===== src/tscr_pkg.sv =====
package tscr_pkg;

    localparam int unsigned WORD_W = 6;

    // Register word indices; byte address is four times the index
    localparam logic [5:0] IDX_BOOT    = 6'h09;
    localparam logic [5:0] IDX_STATUS  = 6'h0a;
    localparam logic [5:0] IDX_CHANNEL_REQUEST    = 6'h0b;
    localparam logic [5:0] IDX_SPARE_A = 6'h0c;
    localparam logic [5:0] IDX_SPARE_B = 6'h0d;
    localparam logic [5:0] IDX_CTRL    = 6'h10;
    localparam logic [5:0] IDX_IRQ_STS = 6'h11;
    localparam logic [5:0] IDX_IRQ_EN  = 6'h12;
    localparam logic [5:0] IDX_IRQ_CLR = 6'h13;

    // Status word layout
    localparam int unsigned STS_DONE_BIT   = 14;
    localparam int unsigned STS_FAIL_BIT   = 13;
    localparam int unsigned STS_RAIL_BIT   = 12;
    localparam int unsigned STS_STEREO_BIT = 8;

    // Control word layout
    localparam int unsigned CTRL_TUNE_BIT  = 15;
    localparam int unsigned CTRL_WRAP_BIT  = 10;
    localparam int unsigned CTRL_SEEK_BIT  = 8;
    localparam int unsigned CTRL_BAND_LSB  = 6;
    localparam int unsigned CTRL_SPACE_LSB = 4;
    localparam int unsigned CTRL_PIN3_LSB  = 0;

    localparam logic [15:0] BOOT_RESET  = 16'h0000;
    localparam logic [15:0] SPARE_RESET = 16'h0000;
    localparam logic [15:0] CTRL_RESET  = 16'h0000;

    localparam logic [7:0]  RSSI_MAX     = 8'h4b;
    localparam logic [1:0]  BAND_EU      = 2'h0;
    localparam logic [1:0]  BAND_WIDE    = 2'h1;
    localparam logic [1:0]  BAND_JP      = 2'h2;
    localparam logic [1:0]  SPACE_200    = 2'h0;
    localparam logic [1:0]  SPACE_100    = 2'h1;
    localparam logic [1:0]  SPACE_50     = 2'h2;
    localparam logic [7:0]  STEP_200_KHZ = 8'hc8;
    localparam logic [7:0]  STEP_100_KHZ = 8'h64;
    localparam logic [7:0]  STEP_50_KHZ  = 8'h32;
    localparam logic [18:0] BASE_EU_KHZ  = 19'h155cc;
    localparam logic [18:0] BASE_JP_KHZ  = 19'h128e0;
    localparam logic [1:0]  PIN3_STEREO  = 2'h1;

    localparam int unsigned IRQ_DONE   = 0;
    localparam int unsigned IRQ_FAIL   = 1;
    localparam int unsigned IRQ_RAIL   = 2;
    localparam int unsigned IRQ_STEREO = 3;
    localparam int unsigned IRQ_W      = 4;

    typedef struct packed {
        logic       op_done;
        logic       seek_failed;
        logic       band_edge;
        logic       afc_railed;
        logic       stereo;
        logic       channel_request_update;
        logic [7:0] rssi;
        logic [9:0] channel;
    } tscr_tuner_type;

    typedef struct packed {
        logic       seek_request;
        logic       tune_request;
        logic       seek_wrap_select;
        logic [1:0] band_select;
        logic [1:0] channel_spacing;
        logic [1:0] pin3_function;
    } tscr_ctrl_type;

endpackage


===== src/tscr_readback.sv =====
// Local design decision: the Wishbone slave port.
`timescale 1ns/1ps
`default_nettype none

module tscr_readback #(
    parameter int unsigned ADR_W = 8
) (
    input  wire logic                    clk_i,
    input  wire logic                    rst_i,
    input  wire logic                    wb_cyc_i,
    input  wire logic                    wb_stb_i,
    input  wire logic                    wb_we_i,
    input  wire logic [ADR_W-1:0]        wb_adr_i,
    input  wire logic [3:0]              wb_sel_i,
    input  wire logic [31:0]             wb_dat_i,
    output logic      [31:0]             wb_dat_o,
    output logic                         wb_ack_o,
    input  wire tscr_pkg::tscr_tuner_type tuner_i,
    output tscr_pkg::tscr_ctrl_type      ctrl_o,
    output logic                         softmute_o,
    output logic                         pin3_o,
    output logic                         pin3_oe_o,
    output logic      [18:0]             freq_khz_o,
    output logic                         irq_o
);

    ////////////////////////////////////////////////////////////////////////
    logic [5:0]                  word;
    logic                        hit;
    logic                        wr;
    logic                        ack_reg;
    logic [31:0]                 rdata_reg;
    logic [31:0]                 rdata_next;
    logic [15:0]                 boot_reg;
    logic [15:0]                 ctrl_reg;
    logic                        seek_prev_reg;
    logic                        tune_prev_reg;
    logic                        seek_fall;
    logic                        tune_fall;
    logic                        fail_evt;
    logic                        done_reg;
    logic                        fail_reg;
    logic                        rail_reg;
    logic                        stereo_reg;
    logic [7:0]                  rssi_reg;
    logic [9:0]                  channel_request_reg;
    logic                        pin3_reg;
    logic                        pin3_oe_reg;
    logic [18:0]                 freq_reg;
    logic [7:0]                  step_khz;
    logic [18:0]                 base_khz;
    logic [15:0]                 status_word;
    logic [tscr_pkg::IRQ_W-1:0]  irq_evt;
    logic [tscr_pkg::IRQ_W-1:0]  irq_sts_reg;
    logic [tscr_pkg::IRQ_W-1:0]  irq_en_reg;

    function automatic logic [15:0] merge16(input logic [15:0] old_v,
                                            input logic [31:0] new_v,
                                            input logic [3:0]  sel);
        logic [15:0] r;
        r = old_v;
        if (sel[0])
        begin
            r[7:0] = new_v[7:0];
        end
        if (sel[1])
        begin
            r[15:8] = new_v[15:8];
        end
        return r;
    endfunction

    ////////////////////////////////////////////////////////////////////////
    // Wishbone classic slave, one wait state, ack for every address

    assign word     = wb_adr_i[7:2];
    assign hit      = wb_cyc_i && wb_stb_i && !ack_reg;
    assign wr       = hit && wb_we_i;
    assign wb_ack_o = ack_reg;
    assign wb_dat_o = rdata_reg;

    always_ff @(posedge clk_i)
    begin
        if (rst_i)
        begin
            ack_reg <= 1'b0;
        end
        else
        begin
            ack_reg <= hit;
        end
    end

    assign status_word = {1'b0, done_reg, fail_reg, rail_reg, 3'h0,
                          stereo_reg, rssi_reg};

    always_comb
    begin
        rdata_next = 32'h0000_0000;
        if (word == tscr_pkg::IDX_BOOT)
        begin
            rdata_next[15:0] = boot_reg;
        end
        else if (word == tscr_pkg::IDX_STATUS)
        begin
            rdata_next[15:0] = status_word;
        end
        else if (word == tscr_pkg::IDX_CHANNEL_REQUEST)
        begin
            rdata_next[15:0] = {6'h00, channel_request_reg};
        end
        else if (word == tscr_pkg::IDX_SPARE_A || word == tscr_pkg::IDX_SPARE_B)
        begin
            rdata_next[15:0] = tscr_pkg::SPARE_RESET;
        end
        else if (word == tscr_pkg::IDX_CTRL)
        begin
            rdata_next[15:0] = ctrl_reg;
        end
        else if (word == tscr_pkg::IDX_IRQ_STS)
        begin
            rdata_next[tscr_pkg::IRQ_W-1:0] = irq_sts_reg;
        end
        else if (word == tscr_pkg::IDX_IRQ_EN)
        begin
            rdata_next[tscr_pkg::IRQ_W-1:0] = irq_en_reg;
        end
    end

    always_ff @(posedge clk_i)
    begin
        if (rst_i)
        begin
            rdata_reg <= 32'h0000_0000;
        end
        else if (hit && !wb_we_i)
        begin
            rdata_reg <= rdata_next;
        end
    end

    ////////////////////////////////////////////////////////////////////////
    // Writable words; status, channel and spare words have no write path

    always_ff @(posedge clk_i)
    begin
        if (rst_i)
        begin
            boot_reg <= tscr_pkg::BOOT_RESET;
        end
        else if (wr && word == tscr_pkg::IDX_BOOT)
        begin
            // Stored as given; host is expected to write back what it read
            boot_reg <= merge16(boot_reg, wb_dat_i, wb_sel_i);
        end
    end

    always_ff @(posedge clk_i)
    begin
        if (rst_i)
        begin
            ctrl_reg <= tscr_pkg::CTRL_RESET;
        end
        else if (wr && word == tscr_pkg::IDX_CTRL)
        begin
            ctrl_reg <= merge16(ctrl_reg, wb_dat_i, wb_sel_i);
        end
    end

    always_comb
    begin
        ctrl_o.seek_request     = ctrl_reg[tscr_pkg::CTRL_SEEK_BIT];
        ctrl_o.tune_request     = ctrl_reg[tscr_pkg::CTRL_TUNE_BIT];
        ctrl_o.seek_wrap_select = ctrl_reg[tscr_pkg::CTRL_WRAP_BIT];
        ctrl_o.band_select      = ctrl_reg[tscr_pkg::CTRL_BAND_LSB +: 2];
        ctrl_o.channel_spacing  = ctrl_reg[tscr_pkg::CTRL_SPACE_LSB +: 2];
        ctrl_o.pin3_function    = ctrl_reg[tscr_pkg::CTRL_PIN3_LSB +: 2];
    end

    ////////////////////////////////////////////////////////////////////////
    // Completion and seek failure flags

    always_ff @(posedge clk_i)
    begin
        if (rst_i)
        begin
            seek_prev_reg <= 1'b0;
            tune_prev_reg <= 1'b0;
        end
        else
        begin
            seek_prev_reg <= ctrl_o.seek_request;
            tune_prev_reg <= ctrl_o.tune_request;
        end
    end

    assign seek_fall = seek_prev_reg && !ctrl_o.seek_request;
    assign tune_fall = tune_prev_reg && !ctrl_o.tune_request;

    // Failure meaning depends on the wrap mode
    assign fail_evt = tuner_i.op_done && ctrl_o.seek_request &&
                      (ctrl_o.seek_wrap_select ? tuner_i.band_edge
                                               : tuner_i.seek_failed);

    // A completion in the clearing cycle wins
    always_ff @(posedge clk_i)
    begin
        if (rst_i)
        begin
            done_reg <= 1'b0;
        end
        else if (tuner_i.op_done)
        begin
            done_reg <= 1'b1;
        end
        else if (seek_fall || tune_fall)
        begin
            done_reg <= 1'b0;
        end
    end

    always_ff @(posedge clk_i)
    begin
        if (rst_i)
        begin
            fail_reg <= 1'b0;
        end
        else if (fail_evt)
        begin
            fail_reg <= 1'b1;
        end
        else if (seek_fall)
        begin
            fail_reg <= 1'b0;
        end
    end

    ////////////////////////////////////////////////////////////////////////
    // Reception state, sampled every cycle except the channel, taken on update or completion

    always_ff @(posedge clk_i)
    begin
        if (rst_i)
        begin
            rail_reg   <= 1'b0;
            stereo_reg <= 1'b0;
            rssi_reg   <= 8'h00;
        end
        else
        begin
            rail_reg   <= tuner_i.afc_railed;
            stereo_reg <= tuner_i.stereo;
            // Unsigned dBuV code, clipped at the top of the range
            rssi_reg   <= (tuner_i.rssi > tscr_pkg::RSSI_MAX) ? tscr_pkg::RSSI_MAX
                                                             : tuner_i.rssi;
        end
    end

    assign softmute_o = rail_reg;

    always_ff @(posedge clk_i)
    begin
        if (rst_i)
        begin
            channel_request_reg <= 10'h000;
        end
        else if (tuner_i.channel_request_update || tuner_i.op_done)
        begin
            channel_request_reg <= tuner_i.channel;
        end
    end

    // Pin is released unless programmed as stereo indicator
    always_ff @(posedge clk_i)
    begin
        if (rst_i)
        begin
            pin3_reg    <= 1'b0;
            pin3_oe_reg <= 1'b0;
        end
        else
        begin
            pin3_oe_reg <= (ctrl_o.pin3_function == tscr_pkg::PIN3_STEREO);
            pin3_reg    <= (ctrl_o.pin3_function == tscr_pkg::PIN3_STEREO) &&
                           tuner_i.stereo;
        end
    end

    assign pin3_o    = pin3_reg;
    assign pin3_oe_o = pin3_oe_reg;

    ////////////////////////////////////////////////////////////////////////
    // Channel to frequency in kHz; reserved codes fall back to defaults

    always_comb
    begin
        if (ctrl_o.channel_spacing == tscr_pkg::SPACE_100)
        begin
            step_khz = tscr_pkg::STEP_100_KHZ;
        end
        else if (ctrl_o.channel_spacing == tscr_pkg::SPACE_50)
        begin
            step_khz = tscr_pkg::STEP_50_KHZ;
        end
        else
        begin
            step_khz = tscr_pkg::STEP_200_KHZ;
        end
        if (ctrl_o.band_select == tscr_pkg::BAND_WIDE ||
            ctrl_o.band_select == tscr_pkg::BAND_JP)
        begin
            base_khz = tscr_pkg::BASE_JP_KHZ;
        end
        else
        begin
            base_khz = tscr_pkg::BASE_EU_KHZ;
        end
    end

    always_ff @(posedge clk_i)
    begin
        if (rst_i)
        begin
            freq_reg <= tscr_pkg::BASE_EU_KHZ;
        end
        else
        begin
            // Product widened first so large channel indices do not wrap
            freq_reg <= base_khz + {1'b0, 18'(step_khz) * 18'(channel_request_reg)};
        end
    end

    assign freq_khz_o = freq_reg;

    ////////////////////////////////////////////////////////////////////////
    // Interrupt: sticky status, write-one clear, enable mask

    assign irq_evt[tscr_pkg::IRQ_DONE]   = tuner_i.op_done;
    assign irq_evt[tscr_pkg::IRQ_FAIL]   = fail_evt;
    assign irq_evt[tscr_pkg::IRQ_RAIL]   = tuner_i.afc_railed && !rail_reg;
    assign irq_evt[tscr_pkg::IRQ_STEREO] = tuner_i.stereo != stereo_reg;

    always_ff @(posedge clk_i)
    begin
        if (rst_i)
        begin
            irq_en_reg <= '0;
        end
        else if (wr && word == tscr_pkg::IDX_IRQ_EN && wb_sel_i[0])
        begin
            irq_en_reg <= wb_dat_i[tscr_pkg::IRQ_W-1:0];
        end
    end

    for (genvar i = 0; i < tscr_pkg::IRQ_W; i++)
    begin : g_irq
        always_ff @(posedge clk_i)
        begin
            if (rst_i)
            begin
                irq_sts_reg[i] <= 1'b0;
            end
            else if (irq_evt[i])
            begin
                irq_sts_reg[i] <= 1'b1;
            end
            else if (wr && word == tscr_pkg::IDX_IRQ_CLR && wb_sel_i[0] && wb_dat_i[i])
            begin
                irq_sts_reg[i] <= 1'b0;
            end
        end
    end

    assign irq_o = |(irq_sts_reg & irq_en_reg);
endmodule

`default_nettype wire


===== config.mk =====
export PLATFORM = sky130hd
export DESIGN_NAME = tscr_readback
export DESIGN_NICKNAME = d
export VERILOG_FILES = /design/src/tscr_pkg.sv /design/src/tscr_readback.sv
export SDC_FILE = /design/constraint.sdc
export NUM_CORES = 1
export LEC_CHECK = 0
export ABC_AREA = 1
export BUFFER_PORTS_ARGS = -buffer_cell sky130_fd_sc_hd__buf_4
export CORE_AREA = 2 2 110 112
export CTS_CLUSTER_DIAMETER = 80
export DETAILED_ROUTE_END_ITERATION = 10
export DIE_AREA = 0 0 112 114
export PLACE_DENSITY = 0.95
export SLEW_MARGIN = 20
export SYNTH_ARGS = -nofsm -noshare
export SYNTH_HDL_FRONTEND = slang
export SYNTH_SLANG_ARGS = --single-unit

===== constraint.sdc =====
create_clock -name clk_i -period 7.5 [get_ports clk_i]
set_input_delay 1.125 -clock clk_i [delete_from_list [all_inputs] [get_ports clk_i]]
set_output_delay 1.125 -clock clk_i [all_outputs]
set_load 0.005 [all_outputs]

==> reports/results.md, run 1 <==
| Metric | Reported | Unit |
|:---|:---|:---|
| Peak VDD IR | 173 | uV |
| Kind of end point of the critical path | flip-flop | - |
| Die Footprint | 12800 | um^2 |
| Total global routing track utilization | 26.6 | % |
| Cells resized by post-CTS repair | 0 | - |
| Avg Inst Size Synth | 7.49 | um^2 |
| Overall die height | 114 | um |
| Worst skew pair latency | 370 | ps |
| DP HPWL | 12.6 | mm |
| Highest clock frequency the design can meet | 0.194 | GHz |
| Slowest-stage cell, CP | sky130_fd_sc_hd__ha_1 | - |
| Sequential area share after synthesis | 29.4 | % |
| Type of origin of the critical path | flip-flop | - |
| Initial drt markers | 331 | - |
| Yosys warning total | 0 | - |
| Starting Density | 58.8 | % |
| Final std cell area, no fill | 7920 | um^2 |
| Headroom to the max-slew limit | 56.5 | % |
| Final setup viols | 0 | - |
| End-of-flow core utilization | 67.6 | % |
| Async set or reset register ratio after synthesis | 0 | % |
| Mean number of vias per cell | 5.24 | - |
| Number of port buffers | 100 | - |
| Post-Place Cell Area | 7590 | um^2 |
| Final-report hold violation count | 0 | - |
| Crit share post-route | 68.7 | % |
| Top post-synthesis cells by area | sky130_fd_sc_hd__dfxtp_1, sky130_fd_sc_hd__fa_1, sky130_fd_sc_hd__ha_1 | - |
| Remaining number of nets flagged by the antenna check after routing | 0 | - |
| Clock buffers created by TritonCTS | 9 | - |
| Antenna violations before repair | 0 | - |
| Origin of the worst min-delay path | boot_reg[6] | - |
| Power per Cell Area | 198 | nW/um^2 |
| Status | complete, no violations | - |
| Max-cap viol count | 0 | - |
| Largest net degree at the start of global routing | 54 | - |
| Library cells used by synthesis | 41 | - |
| Number of cells on the worst hold path | 2 | - |
| Maximum clock insertion buffer count | 2 | - |
| Area growth from synthesis to final layout | 15.1 | % |
| Die X | 112 | um |
| Setup Fix Bufs, Post-CTS | 0 | - |
| Post-route non-filler standard cell count | 1152 | - |
| Total number of clock tree sinks | 101 | - |
| Clock Skews | 13.3 | ps |
| Vias in the first global route | 6024 | - |
| Total iterations of the first detailed-routing run | 5 | - |
| Antenna diode instance count | 0 | - |
| Launch point of the worst reg-to-reg path | ctrl_reg[4] | - |
| Transition at the pin with the smallest max-transition slack | 653 | ps |
| Setup CP Type | flip-flop to flip-flop | - |
| Most area-hungry cell type in the Yosys netlist | sky130_fd_sc_hd__dfxtp_1 | - |
| Worst path cell trace | inv_1, ha_1, nand2_1, fa_1, inv_1, fa_1, fa_1, inv_1, fa_1, inv_1, ha_1, a21oi_1, nand3_1, xor2_1, or2_2 | - |
| Post-Place Cells | 1136 | - |
| Share of layout cells above drive strength 1 | 15.1 | % |
| Floorplan Core Area | 11700 | um^2 |
| Setup repair after global routing missed its margin | false | - |
| Maximum fanout encountered on the critical timing path | 21 | - |
| Number of flip-flops under the largest register name | 18 | - |
| Total gr overflow | 0 | - |
| Worst r2r path cells | 15 | - |
| Number of cell rows | 40 | - |
| Worst R2R End | freq_khz_o[10] | - |
| Critical Path AT | 5390 | ps |
| Via count of the routed design | 6036 | - |
| Hold-critical path endpoint | boot_reg[6] | - |
| R2r setup slk | 2350 | ps |
| Clk pin slew, worst setup/hold paths | 70 | ps |
| Fin crit period | 5150 | ps |
| Clock tree from TritonCTS | built | - |
| Clock root cell | sky130_fd_sc_hd__clkbuf_16 | - |
| Main synth FF type | sky130_fd_sc_hd__dfxtp_1 | - |
| Leakage power | 4.13 | nW |
| Required @ worst endpoint | 7740 | ps |
| Path category of the worst min-delay check | flip-flop to flip-flop | - |
| Wire length of the first global-routing pass | 27.3 | mm |
| Largest stage delay, worst path | 720 | ps |
| Critical path origin | ctrl_reg[4] | - |
| EDFF count, synth | 0 | - |
| Register bit count reported by yosys | 101 | - |
| GP Congestion | 0.934 | - |
| Fin nets | 1171 | - |
| Cell area after synthesis | 6880 | um^2 |
| Post-Route WL | 16.3 | mm |
| DR WL/cell | 14.2 | um |
| CTS hold repair buffers | 0 | - |
| Gate count of the mapped netlist | 919 | - |
| Setup TNS | 0 | ps |
| Worst hold slack after final layout | 449 | ps |
| I/O pin count | 138 | - |
| Post-detailed-route DRC marker count | 0 | - |
| Maximum level of the CTS H-tree | 3 | - |
| Fraction of synthesized cell area taken by the top area cell type | 29.4 | % |
| Max-slew violation total from the final report | 0 | - |
[synthesized netlist by cell type, types with 8 or more instances]
cell,number
sky130_fd_sc_hd__nand3_1,24
sky130_fd_sc_hd__inv_1,171
sky130_fd_sc_hd__inv_2,8
sky130_fd_sc_hd__a21oi_1,55
sky130_fd_sc_hd__nor2_1,118
sky130_fd_sc_hd__ha_1,52
sky130_fd_sc_hd__dfxtp_1,101
sky130_fd_sc_hd__o21ai_0,59
sky130_fd_sc_hd__fa_1,46
sky130_fd_sc_hd__nand2_1,153
sky130_fd_sc_hd__clkbuf_1,17
sky130_fd_sc_hd__buf_4,29
sky130_fd_sc_hd__nand4_1,8
[layout by cell type, fill, tap and decap left out, types with 4 or more instances in the layout]
| master | instances |
|---|---|
| sky130_fd_sc_hd__nand2_2 | 4 |
| sky130_fd_sc_hd__conb_1 | 18 |
| sky130_fd_sc_hd__inv_1 | 171 |
| sky130_fd_sc_hd__nand4_1 | 8 |
| sky130_fd_sc_hd__dfxtp_1 | 101 |
| sky130_fd_sc_hd__ha_1 | 52 |
| sky130_fd_sc_hd__o21ai_1 | 6 |
| sky130_fd_sc_hd__nor2_2 | 7 |
| sky130_fd_sc_hd__nor2_1 | 118 |
| sky130_fd_sc_hd__a211oi_1 | 6 |
| sky130_fd_sc_hd__a21oi_1 | 55 |
| sky130_fd_sc_hd__fa_1 | 46 |
| sky130_fd_sc_hd__nor3_1 | 4 |
| sky130_fd_sc_hd__nand3_1 | 24 |
| sky130_fd_sc_hd__inv_2 | 8 |
| sky130_fd_sc_hd__xor2_1 | 7 |
| sky130_fd_sc_hd__clkbuf_16 | 9 |
| sky130_fd_sc_hd__o21ai_0 | 59 |
| sky130_fd_sc_hd__nand2_1 | 153 |
| sky130_fd_sc_hd__or2_2 | 7 |
| sky130_fd_sc_hd__buf_4 | 102 |
[critical path: cells and delay by family, from the launching register on]
| family | cells | cell delay [ps] |
|---|---|---|
| fa+ha+maj | 6 | 3230 |
| simple gates | 3 | 730 |
| flops | 1 | 390 |
| buf+inv | 4 | 250 |
| compound gates | 1 | 240 |
| xor+xnor | 1 | 180 |
[routing by layer]
layer / track usage [%] / part of all wire, % / routed length [um]
met1: 29.5 / 39 / 6380
met4: 11.6 / 3.4 / 552
met5: 0 / 0 / 0
met2: 49.0 / 51 / 8390
met3: 5.95 / 6.0 / 979
[cell type report]
type                    count  area (um^2)
fillers                   931         3790
well taps                 147          184
multi-input cells         607         3950
clock inverters             5         88.8
clock buffers              11          243
flip-flops and latches    101         2020
inverters                 179          672
repair buffers            102          766
[where the power goes]
group / leakage, nW / internal, mW / switching [mW]
registers: 0.826 / 0.574 / 0.0172
clock network: 0.163 / 0.307 / 0.221
logic: 3.14 / 0.187 / 0.262
total: 4.13 / 1.07 / 0.500
[stage by stage]
stage | worst slack [ps] | total power [mW]
2_1_floorplan | 2680 | 0.909
4_1_cts | 2400 | 1.57
3_3_place_gp | 2510 | 1.03
3_5_place_dp | 2430 | 1.05
5_1_grt | 2080 | 1.66
6_report | 2350 | 1.57
[how the worst max path moves through the flow]
stage	end	slack [ps]
floorplan	freq_khz_o[10]	2680
global placement	freq_khz_o[10]	2510
detailed placement	freq_khz_o[10]	2430
CTS	freq_khz_o[10]	2400
global route	freq_khz_o[17]	2080
finish	freq_khz_o[10]	2350
[cells by family (layout without fill, tap and decap cells)]
kind of cell | count (synthesis) | after routing | synth area share [%]
flip-flops | 101 | 101 | 29.4
AO/OA/AOI/OAI | 145 | 145 | 11.5
AND/OR/NAND/NOR | 336 | 336 | 20.7
buffers and inverters | 228 | 297 | 14.2
XOR/XNOR | 10 | 10 | 1.27
other | 1 | 18 | 0.0545
adder cells (fa/ha/maj) | 98 | 98 | 22.8
(Power assumes the default switching activity.)
==> run 2: changes to the inputs <==
CORE_AREA = 2 2 114 116   (was 2 2 110 112)
DIE_AREA = 0 0 116 118   (was 0 0 112 114)
PLACE_DENSITY = 0.9   (was 0.95)
clock period = 5.3 ns   (was 7.5 ns; I/O delays follow)
==> reports/results.md, run 2 (synthesis results as in run 1) <==
| Metric | Reported | Unit |
|:---|:---|:---|
| Status | complete, no violations | - |
| Layer with the highest usage | met2 | - |
| Largest stage delay, worst path | 560 | ps |
| Wire length of the first global-routing pass | 26.8 | mm |
| Share of layout cells above drive strength 1 | 15.3 | % |
| Sequential cell fraction of total power | 40.0 | % |
| Power share of the combinational group | 29.8 | % |
| Floorplan Core Area | 12400 | um^2 |
| Net Sw Power | 0.698 | mW |
| Total number of clock tree sinks | 101 | - |
| Number of cells on the worst hold path | 2 | - |
| Number of cell rows | 41 | - |
| Post-detailed-route DRC marker count | 0 | - |
| Max-slew violation total from the final report | 0 | - |
| Required @ worst endpoint | 5600 | ps |
| Total global routing track utilization | 24.5 | % |
| Clock root cell | sky130_fd_sc_hd__clkbuf_16 | - |
| Hold-critical path endpoint | boot_reg[6] | - |
| Total power draw | 2.10 | mW |
| Remaining number of nets flagged by the antenna check after routing | 0 | - |
| Power per Cell Area | 265 | nW/um^2 |
| Die X | 116 | um |
| DP HPWL | 12.5 | mm |
| Worst skew pair latency | 360 | ps |
| Overall die height | 118 | um |
| Fin nets | 1172 | - |
| Global-route track usage on met1 | 29.2 | % |
| Path category of the worst min-delay check | flip-flop to flip-flop | - |
| Critical Path AT | 5130 | ps |
| Mean number of vias per cell | 5.06 | - |
| CTS hold repair buffers | 0 | - |
| Count of buffer and inverter cells on the critical path | 4 | - |
| Slowest-stage cell, CP | sky130_fd_sc_hd__ha_2 | - |
| Critical path's top delay family | adder cells | - |
| Maximum fanout encountered on the critical timing path | 21 | - |
| GP Congestion | 0.914 | - |
| Setup TNS | 0 | ps |
| Clk pin slew, worst setup/hold paths | 70 | ps |
| Setup Fix Bufs, Post-CTS | 0 | - |
| Final std cell area, no fill | 7910 | um^2 |
| Total gr overflow | 0 | - |
| DR WL/cell | 13.6 | um |
| Worst hold slack after final layout | 456 | ps |
| Post-Place Cell Area | 7630 | um^2 |
| Highest clock frequency the design can meet | 0.207 | GHz |
| Type of origin of the critical path | flip-flop | - |
| Antenna diode instance count | 0 | - |
| R2r setup slk | 470 | ps |
| Maximum level of the CTS H-tree | 3 | - |
| Headroom to the max-slew limit | 66.0 | % |
| Launch point of the worst reg-to-reg path | ctrl_reg[4] | - |
| Worst R2R End | freq_khz_o[13] | - |
| Clk pwr share | 30.2 | % |
| Switching part of the total | 33.3 | % |
| Internal Dissipation | 1.40 | mW |
| Antenna violations before repair | 0 | - |
| Vias in the first global route | 5829 | - |
| Fin crit period | 4830 | ps |
| Number of flip-flops under the largest register name | 18 | - |
| Final-report hold violation count | 0 | - |
| Most common cell after layout, fill and taps aside | sky130_fd_sc_hd__inv_1 | - |
| I/O pin count | 138 | - |
| Total iterations of the first detailed-routing run | 7 | - |
| Cells resized by post-CTS repair | 0 | - |
| Worst r2r path cells | 18 | - |
| Die Footprint | 13700 | um^2 |
| Origin of the worst min-delay path | boot_reg[6] | - |
| Starting Density | 55.4 | % |
| Peak VDD IR | 237 | uV |
| Clock tree from TritonCTS | built | - |
| Initial drt markers | 280 | - |
| Clock Skews | 8.66 | ps |
| Max-cap viol count | 0 | - |
| Met2 routing resource usage after global routing | 43.2 | % |
| Transition at the pin with the smallest max-transition slack | 509 | ps |
| Largest net degree at the start of global routing | 54 | - |
| Worst path cell trace | inv_1, ha_2, nand2_1, fa_1, inv_1, fa_1, fa_1, inv_1, fa_1, inv_1, ha_1, a21oi_1, o21ai_0, a21oi_1, nand2_1, nand2_1, nand2_1, nor2_1 | - |
| Crit share post-route | 91.2 | % |
| Setup repair after global routing missed its margin | false | - |
| Filler Cells Inserted | 1126 | - |
| Top library cells by usage in the layout, fill and taps aside | sky130_fd_sc_hd__inv_1, sky130_fd_sc_hd__nand2_1, sky130_fd_sc_hd__nor2_1 | - |
| Post-Route WL | 16.0 | mm |
| Area growth from synthesis to final layout | 14.9 | % |
| Clock buffers created by TritonCTS | 9 | - |
| Setup CP Type | flip-flop to flip-flop | - |
| Via count of the routed design | 5965 | - |
| Met3 track utilization from global routing | 4.84 | % |
| Final setup viols | 0 | - |
| Number of port buffers | 100 | - |
| Leakage power | 4.10 | nW |
| Maximum clock insertion buffer count | 2 | - |
| Kind of end point of the critical path | flip-flop | - |
run 2: changes by cell type in the layout (fill, tap and decap cells not counted), moves of 2 or more:
cell	delta
sky130_fd_sc_hd__bufinv_16	-2
sky130_fd_sc_hd__clkinv_2	+2
sky130_fd_sc_hd__clkinvlp_4	+2
sky130_fd_sc_hd__inv_6	-2
run 2: how the worst max path moves through the flow:
stage	cells after the start	start	slack, ps	to
detailed placement	17	ctrl_reg[4]	330	freq_khz_o[17]
floorplan	18	ctrl_reg[4]	480	freq_khz_o[10]
global route	17	ctrl_reg[4]	180	freq_khz_o[13]
finish	18	ctrl_reg[4]	470	freq_khz_o[13]
global placement	16	ctrl_reg[4]	330	freq_khz_o[10]
CTS	18	ctrl_reg[4]	310	freq_khz_o[13]
run 2: per-stage QoR:
stage               std cells  utilization (%)  setup WS, ps
global route             1178             63.7           180
finish                   1178             63.7           467
floorplan                 936                -           480
detailed placement       1162             61.5           328
CTS                      1178             63.7           309
global placement         1162             61.5           331
run 2: area by class of cell:
| class | count | area (um^2) | area share (%) |
|---|---|---|---|
| Multi-Input combinational cell | 607 | 3950 | 49.9 |
| Timing Repair Buffer | 103 | 773 | 9.78 |
| Sequential cell | 101 | 2020 | 25.6 |
| Tap cell | 172 | 215 | 2.72 |
| Clock inverter | 6 | 47.5 | 0.601 |
| Inverter | 179 | 672 | 8.50 |
| Clock buffer | 10 | 229 | 2.90 |
run 2: power by group through the flow:
| stage | Sequential [mW] | Combinational (mW) | Clock (mW) |
|---|---|---|---|
| after floorplan | 0.855 | 0.432 | 0 |
| after global placement | 0.854 | 0.607 | 0 |
| after detailed placement | 0.855 | 0.622 | 0 |
| after CTS | 0.838 | 0.626 | 0.638 |
| after global routing | 0.844 | 0.730 | 0.675 |
| final | 0.838 | 0.625 | 0.634 |
run 2: worst reg2reg max path: stages, from the launching register on:
cell                      delay, ps
sky130_fd_sc_hd__dfxtp_1        370
sky130_fd_sc_hd__inv_1          100
sky130_fd_sc_hd__ha_2           560
sky130_fd_sc_hd__nand2_1        180
sky130_fd_sc_hd__fa_1           550
sky130_fd_sc_hd__inv_1           50
sky130_fd_sc_hd__fa_1           470
sky130_fd_sc_hd__fa_1           550
sky130_fd_sc_hd__inv_1           50
sky130_fd_sc_hd__fa_1           530
sky130_fd_sc_hd__inv_1           40
sky130_fd_sc_hd__ha_1           340
sky130_fd_sc_hd__a21oi_1        290
sky130_fd_sc_hd__o21ai_0        220
sky130_fd_sc_hd__a21oi_1        160
sky130_fd_sc_hd__nand2_1        100
sky130_fd_sc_hd__nand2_1         70
sky130_fd_sc_hd__nand2_1         50
sky130_fd_sc_hd__nor2_1          90
run 2: layer usage:
layer | up-vias | routed length [um]
li1 | 2964 | -
met1 | 2791 | 6490
met2 | 185 | 8290
met3 | 25 | 958
met4 | 0 | 302
met5 | - | 0
==> run 3: changes to the inputs <==
REMOVE_ABC_BUFFERS = 1   (was not set)
clock period = 4.69 ns   (was 5.3 ns; I/O delays follow)
==> reports/results.md, run 3 (synthesis results as in run 1) <==
| Metric | Reported | Unit |
|:---|:---|:---|
| Setup Fix Bufs, Post-CTS | 0 | - |
| Wire length of the first global-routing pass | 26.6 | mm |
| Highest clock frequency the design can meet | 0.223 | GHz |
| Switching part of the total | 33.6 | % |
| Power per Cell Area | 303 | nW/um^2 |
| Final std cell area, no fill | 8050 | um^2 |
| Vias in the first global route | 5774 | - |
| Number of cell rows | 41 | - |
| DP HPWL | 12.3 | mm |
| Fin crit period | 4490 | ps |
| Final setup viols | 0 | - |
| Antenna violations before repair | 0 | - |
| Maximum level of the CTS H-tree | 3 | - |
| Floorplan Core Area | 12400 | um^2 |
| Post-Place Cell Area | 7670 | um^2 |
| Via count of the routed design | 6040 | - |
| Clock tree from TritonCTS | built | - |
| Peak VDD IR | 206 | uV |
| Number of cells on the worst hold path | 2 | - |
| Clock buffers created by TritonCTS | 9 | - |
| Die Footprint | 13700 | um^2 |
| Post-detailed-route DRC marker count | 0 | - |
| Starting Density | 55.4 | % |
| Clk pin slew, worst setup/hold paths | 70 | ps |
| Path category of the worst min-delay check | flip-flop to flip-flop | - |
| I/O pin count | 138 | - |
| Transition at the pin with the smallest max-transition slack | 721 | ps |
| Clock root cell | sky130_fd_sc_hd__clkbuf_16 | - |
| Critical path's most frequent cell | sky130_fd_sc_hd__fa_1 | - |
| Most common cell after layout, fill and taps aside | sky130_fd_sc_hd__inv_1 | - |
| Type of origin of the critical path | flip-flop | - |
| Total number of clock tree sinks | 101 | - |
| Max-cap viol count | 0 | - |
| Worst skew pair latency | 360 | ps |
| Post-route non-filler standard cell count | 1183 | - |
| Area growth from synthesis to final layout | 17.0 | % |
| Maximum fanout encountered on the critical timing path | 11 | - |
| Power share of the combinational group | 31.3 | % |
| Post-Place Cells | 1166 | - |
| Antenna diode instance count | 0 | - |
| Overall die height | 118 | um |
| Kind of end point of the critical path | flip-flop | - |
| Max-slew violation total from the final report | 0 | - |
| DR WL/cell | 14.1 | um |
| Status | complete, no violations | - |
| Headroom to the max-slew limit | 51.9 | % |
| Setup TNS | 0 | ps |
| Total iterations of the first detailed-routing run | 5 | - |
| End-of-flow core utilization | 64.8 | % |
| Top library cells by usage in the layout, fill and taps aside | sky130_fd_sc_hd__inv_1, sky130_fd_sc_hd__nand2_1, sky130_fd_sc_hd__nor2_1 | - |
| Remaining number of nets flagged by the antenna check after routing | 0 | - |
| Post-Route WL | 16.6 | mm |
| Critical Path AT | 4730 | ps |
| Slowest-stage cell, CP | sky130_fd_sc_hd__fa_1 | - |
| Number of flip-flops under the largest register name | 18 | - |
| Total global routing track utilization | 24.3 | % |
| GP Congestion | 0.910 | - |
| Required @ worst endpoint | 4940 | ps |
| Fin nets | 1177 | - |
| Share of layout cells above drive strength 1 | 17.4 | % |
| Largest stage delay, worst path | 560 | ps |
| Worst r2r path cells | 17 | - |
| Initial drt markers | 375 | - |
| Number of port buffers | 100 | - |
| Net Sw Power | 0.820 | mW |
| Mean number of vias per cell | 5.11 | - |
| Crit share post-route | 95.7 | % |
| Largest net degree at the start of global routing | 55 | - |
| Sequential cell fraction of total power | 38.8 | % |
| Setup CP Type | flip-flop to flip-flop | - |
| Die X | 116 | um |
| Internal Dissipation | 1.62 | mW |
| Leakage power | 4.14 | nW |
| Worst path cell trace | inv_2, ha_4, buf_12, nand2_2, fa_1, inv_1, fa_1, fa_1, inv_1, fa_1, inv_1, ha_1, nand2_2, o21bai_1, nand3_1, xor2_1, or2_2 | - |
| Total gr overflow | 0 | - |
| Maximum clock insertion buffer count | 2 | - |
| Clk pwr share | 29.9 | % |
| Setup repair after global routing missed its margin | false | - |
| Final-report hold violation count | 0 | - |
| Clock Skews | 7.12 | ps |
run 3: cell types whose count changed in the layout (fill, tap and decap cells not counted), sizes merged:
cell and delta:
clkinvlp +1, clkbuf +2, clkinv -2, buf +4
run 3: routing by layer:
metal	vias to the layer above	share of wire, %	track usage (%)
met2	204	50	42.2
met3	36	5.5	4.69
met1	2815	41	29.0
met5	-	0	0
li1	2985	-	-
met4	0	3.2	10.6
run 3: power groups by stage:
stage	logic, mW	clock network [mW]	registers, mW
floorplan	0.470	0	0.967
global placement	0.683	0	0.965
detailed placement	0.700	0	0.965
CTS	0.704	0.731	0.946
global route	0.874	0.768	0.954
finish	0.763	0.728	0.946
run 3: repair_timing:
action                     in CTS  in global routing
resized for setup               0                 20
hold buffers                    0                  0
setup endpoints to repair       0                  9
run 3: worst paths after layout:
path,startpoint,end,slack (ps)
setup / recovery,ctrl_reg[4],freq_khz_o[10],200
hold / removal,boot_reg[7],boot_reg[7],460
setup reg to reg,ctrl_reg[4],freq_khz_o[10],200
hold reg to reg,boot_reg[7],boot_reg[7],460
run 3: final cells by class:
cell class / instances / area [um^2]
clock inverter: 5 / 42.5
fill: 1071 / 4370
timing repair buffer: 108 / 841
sequential: 101 / 2020
tap: 172 / 215
clock buffer: 11 / 243
inverter: 179 / 672
multi-input combinational: 607 / 4010
run 3: through the flow:
step	power, mW	setup WS, ps	hold WS, ps
2_1_floorplan	1.44	100	427
3_3_place_gp	1.65	160	435
3_5_place_dp	1.67	97.5	447
4_1_cts	2.38	74.2	456
5_1_grt	2.60	5.98	475
6_report	2.44	202	456
run 3: worst max-delay path: cells and delay by family, from the launching register on:
kind            cells  cell delay, ps
simple gates        4             630
fa+ha+maj           6            2740
xor+xnor            1             160
compound gates      1             140
flops               1             360
buf+inv             5             340
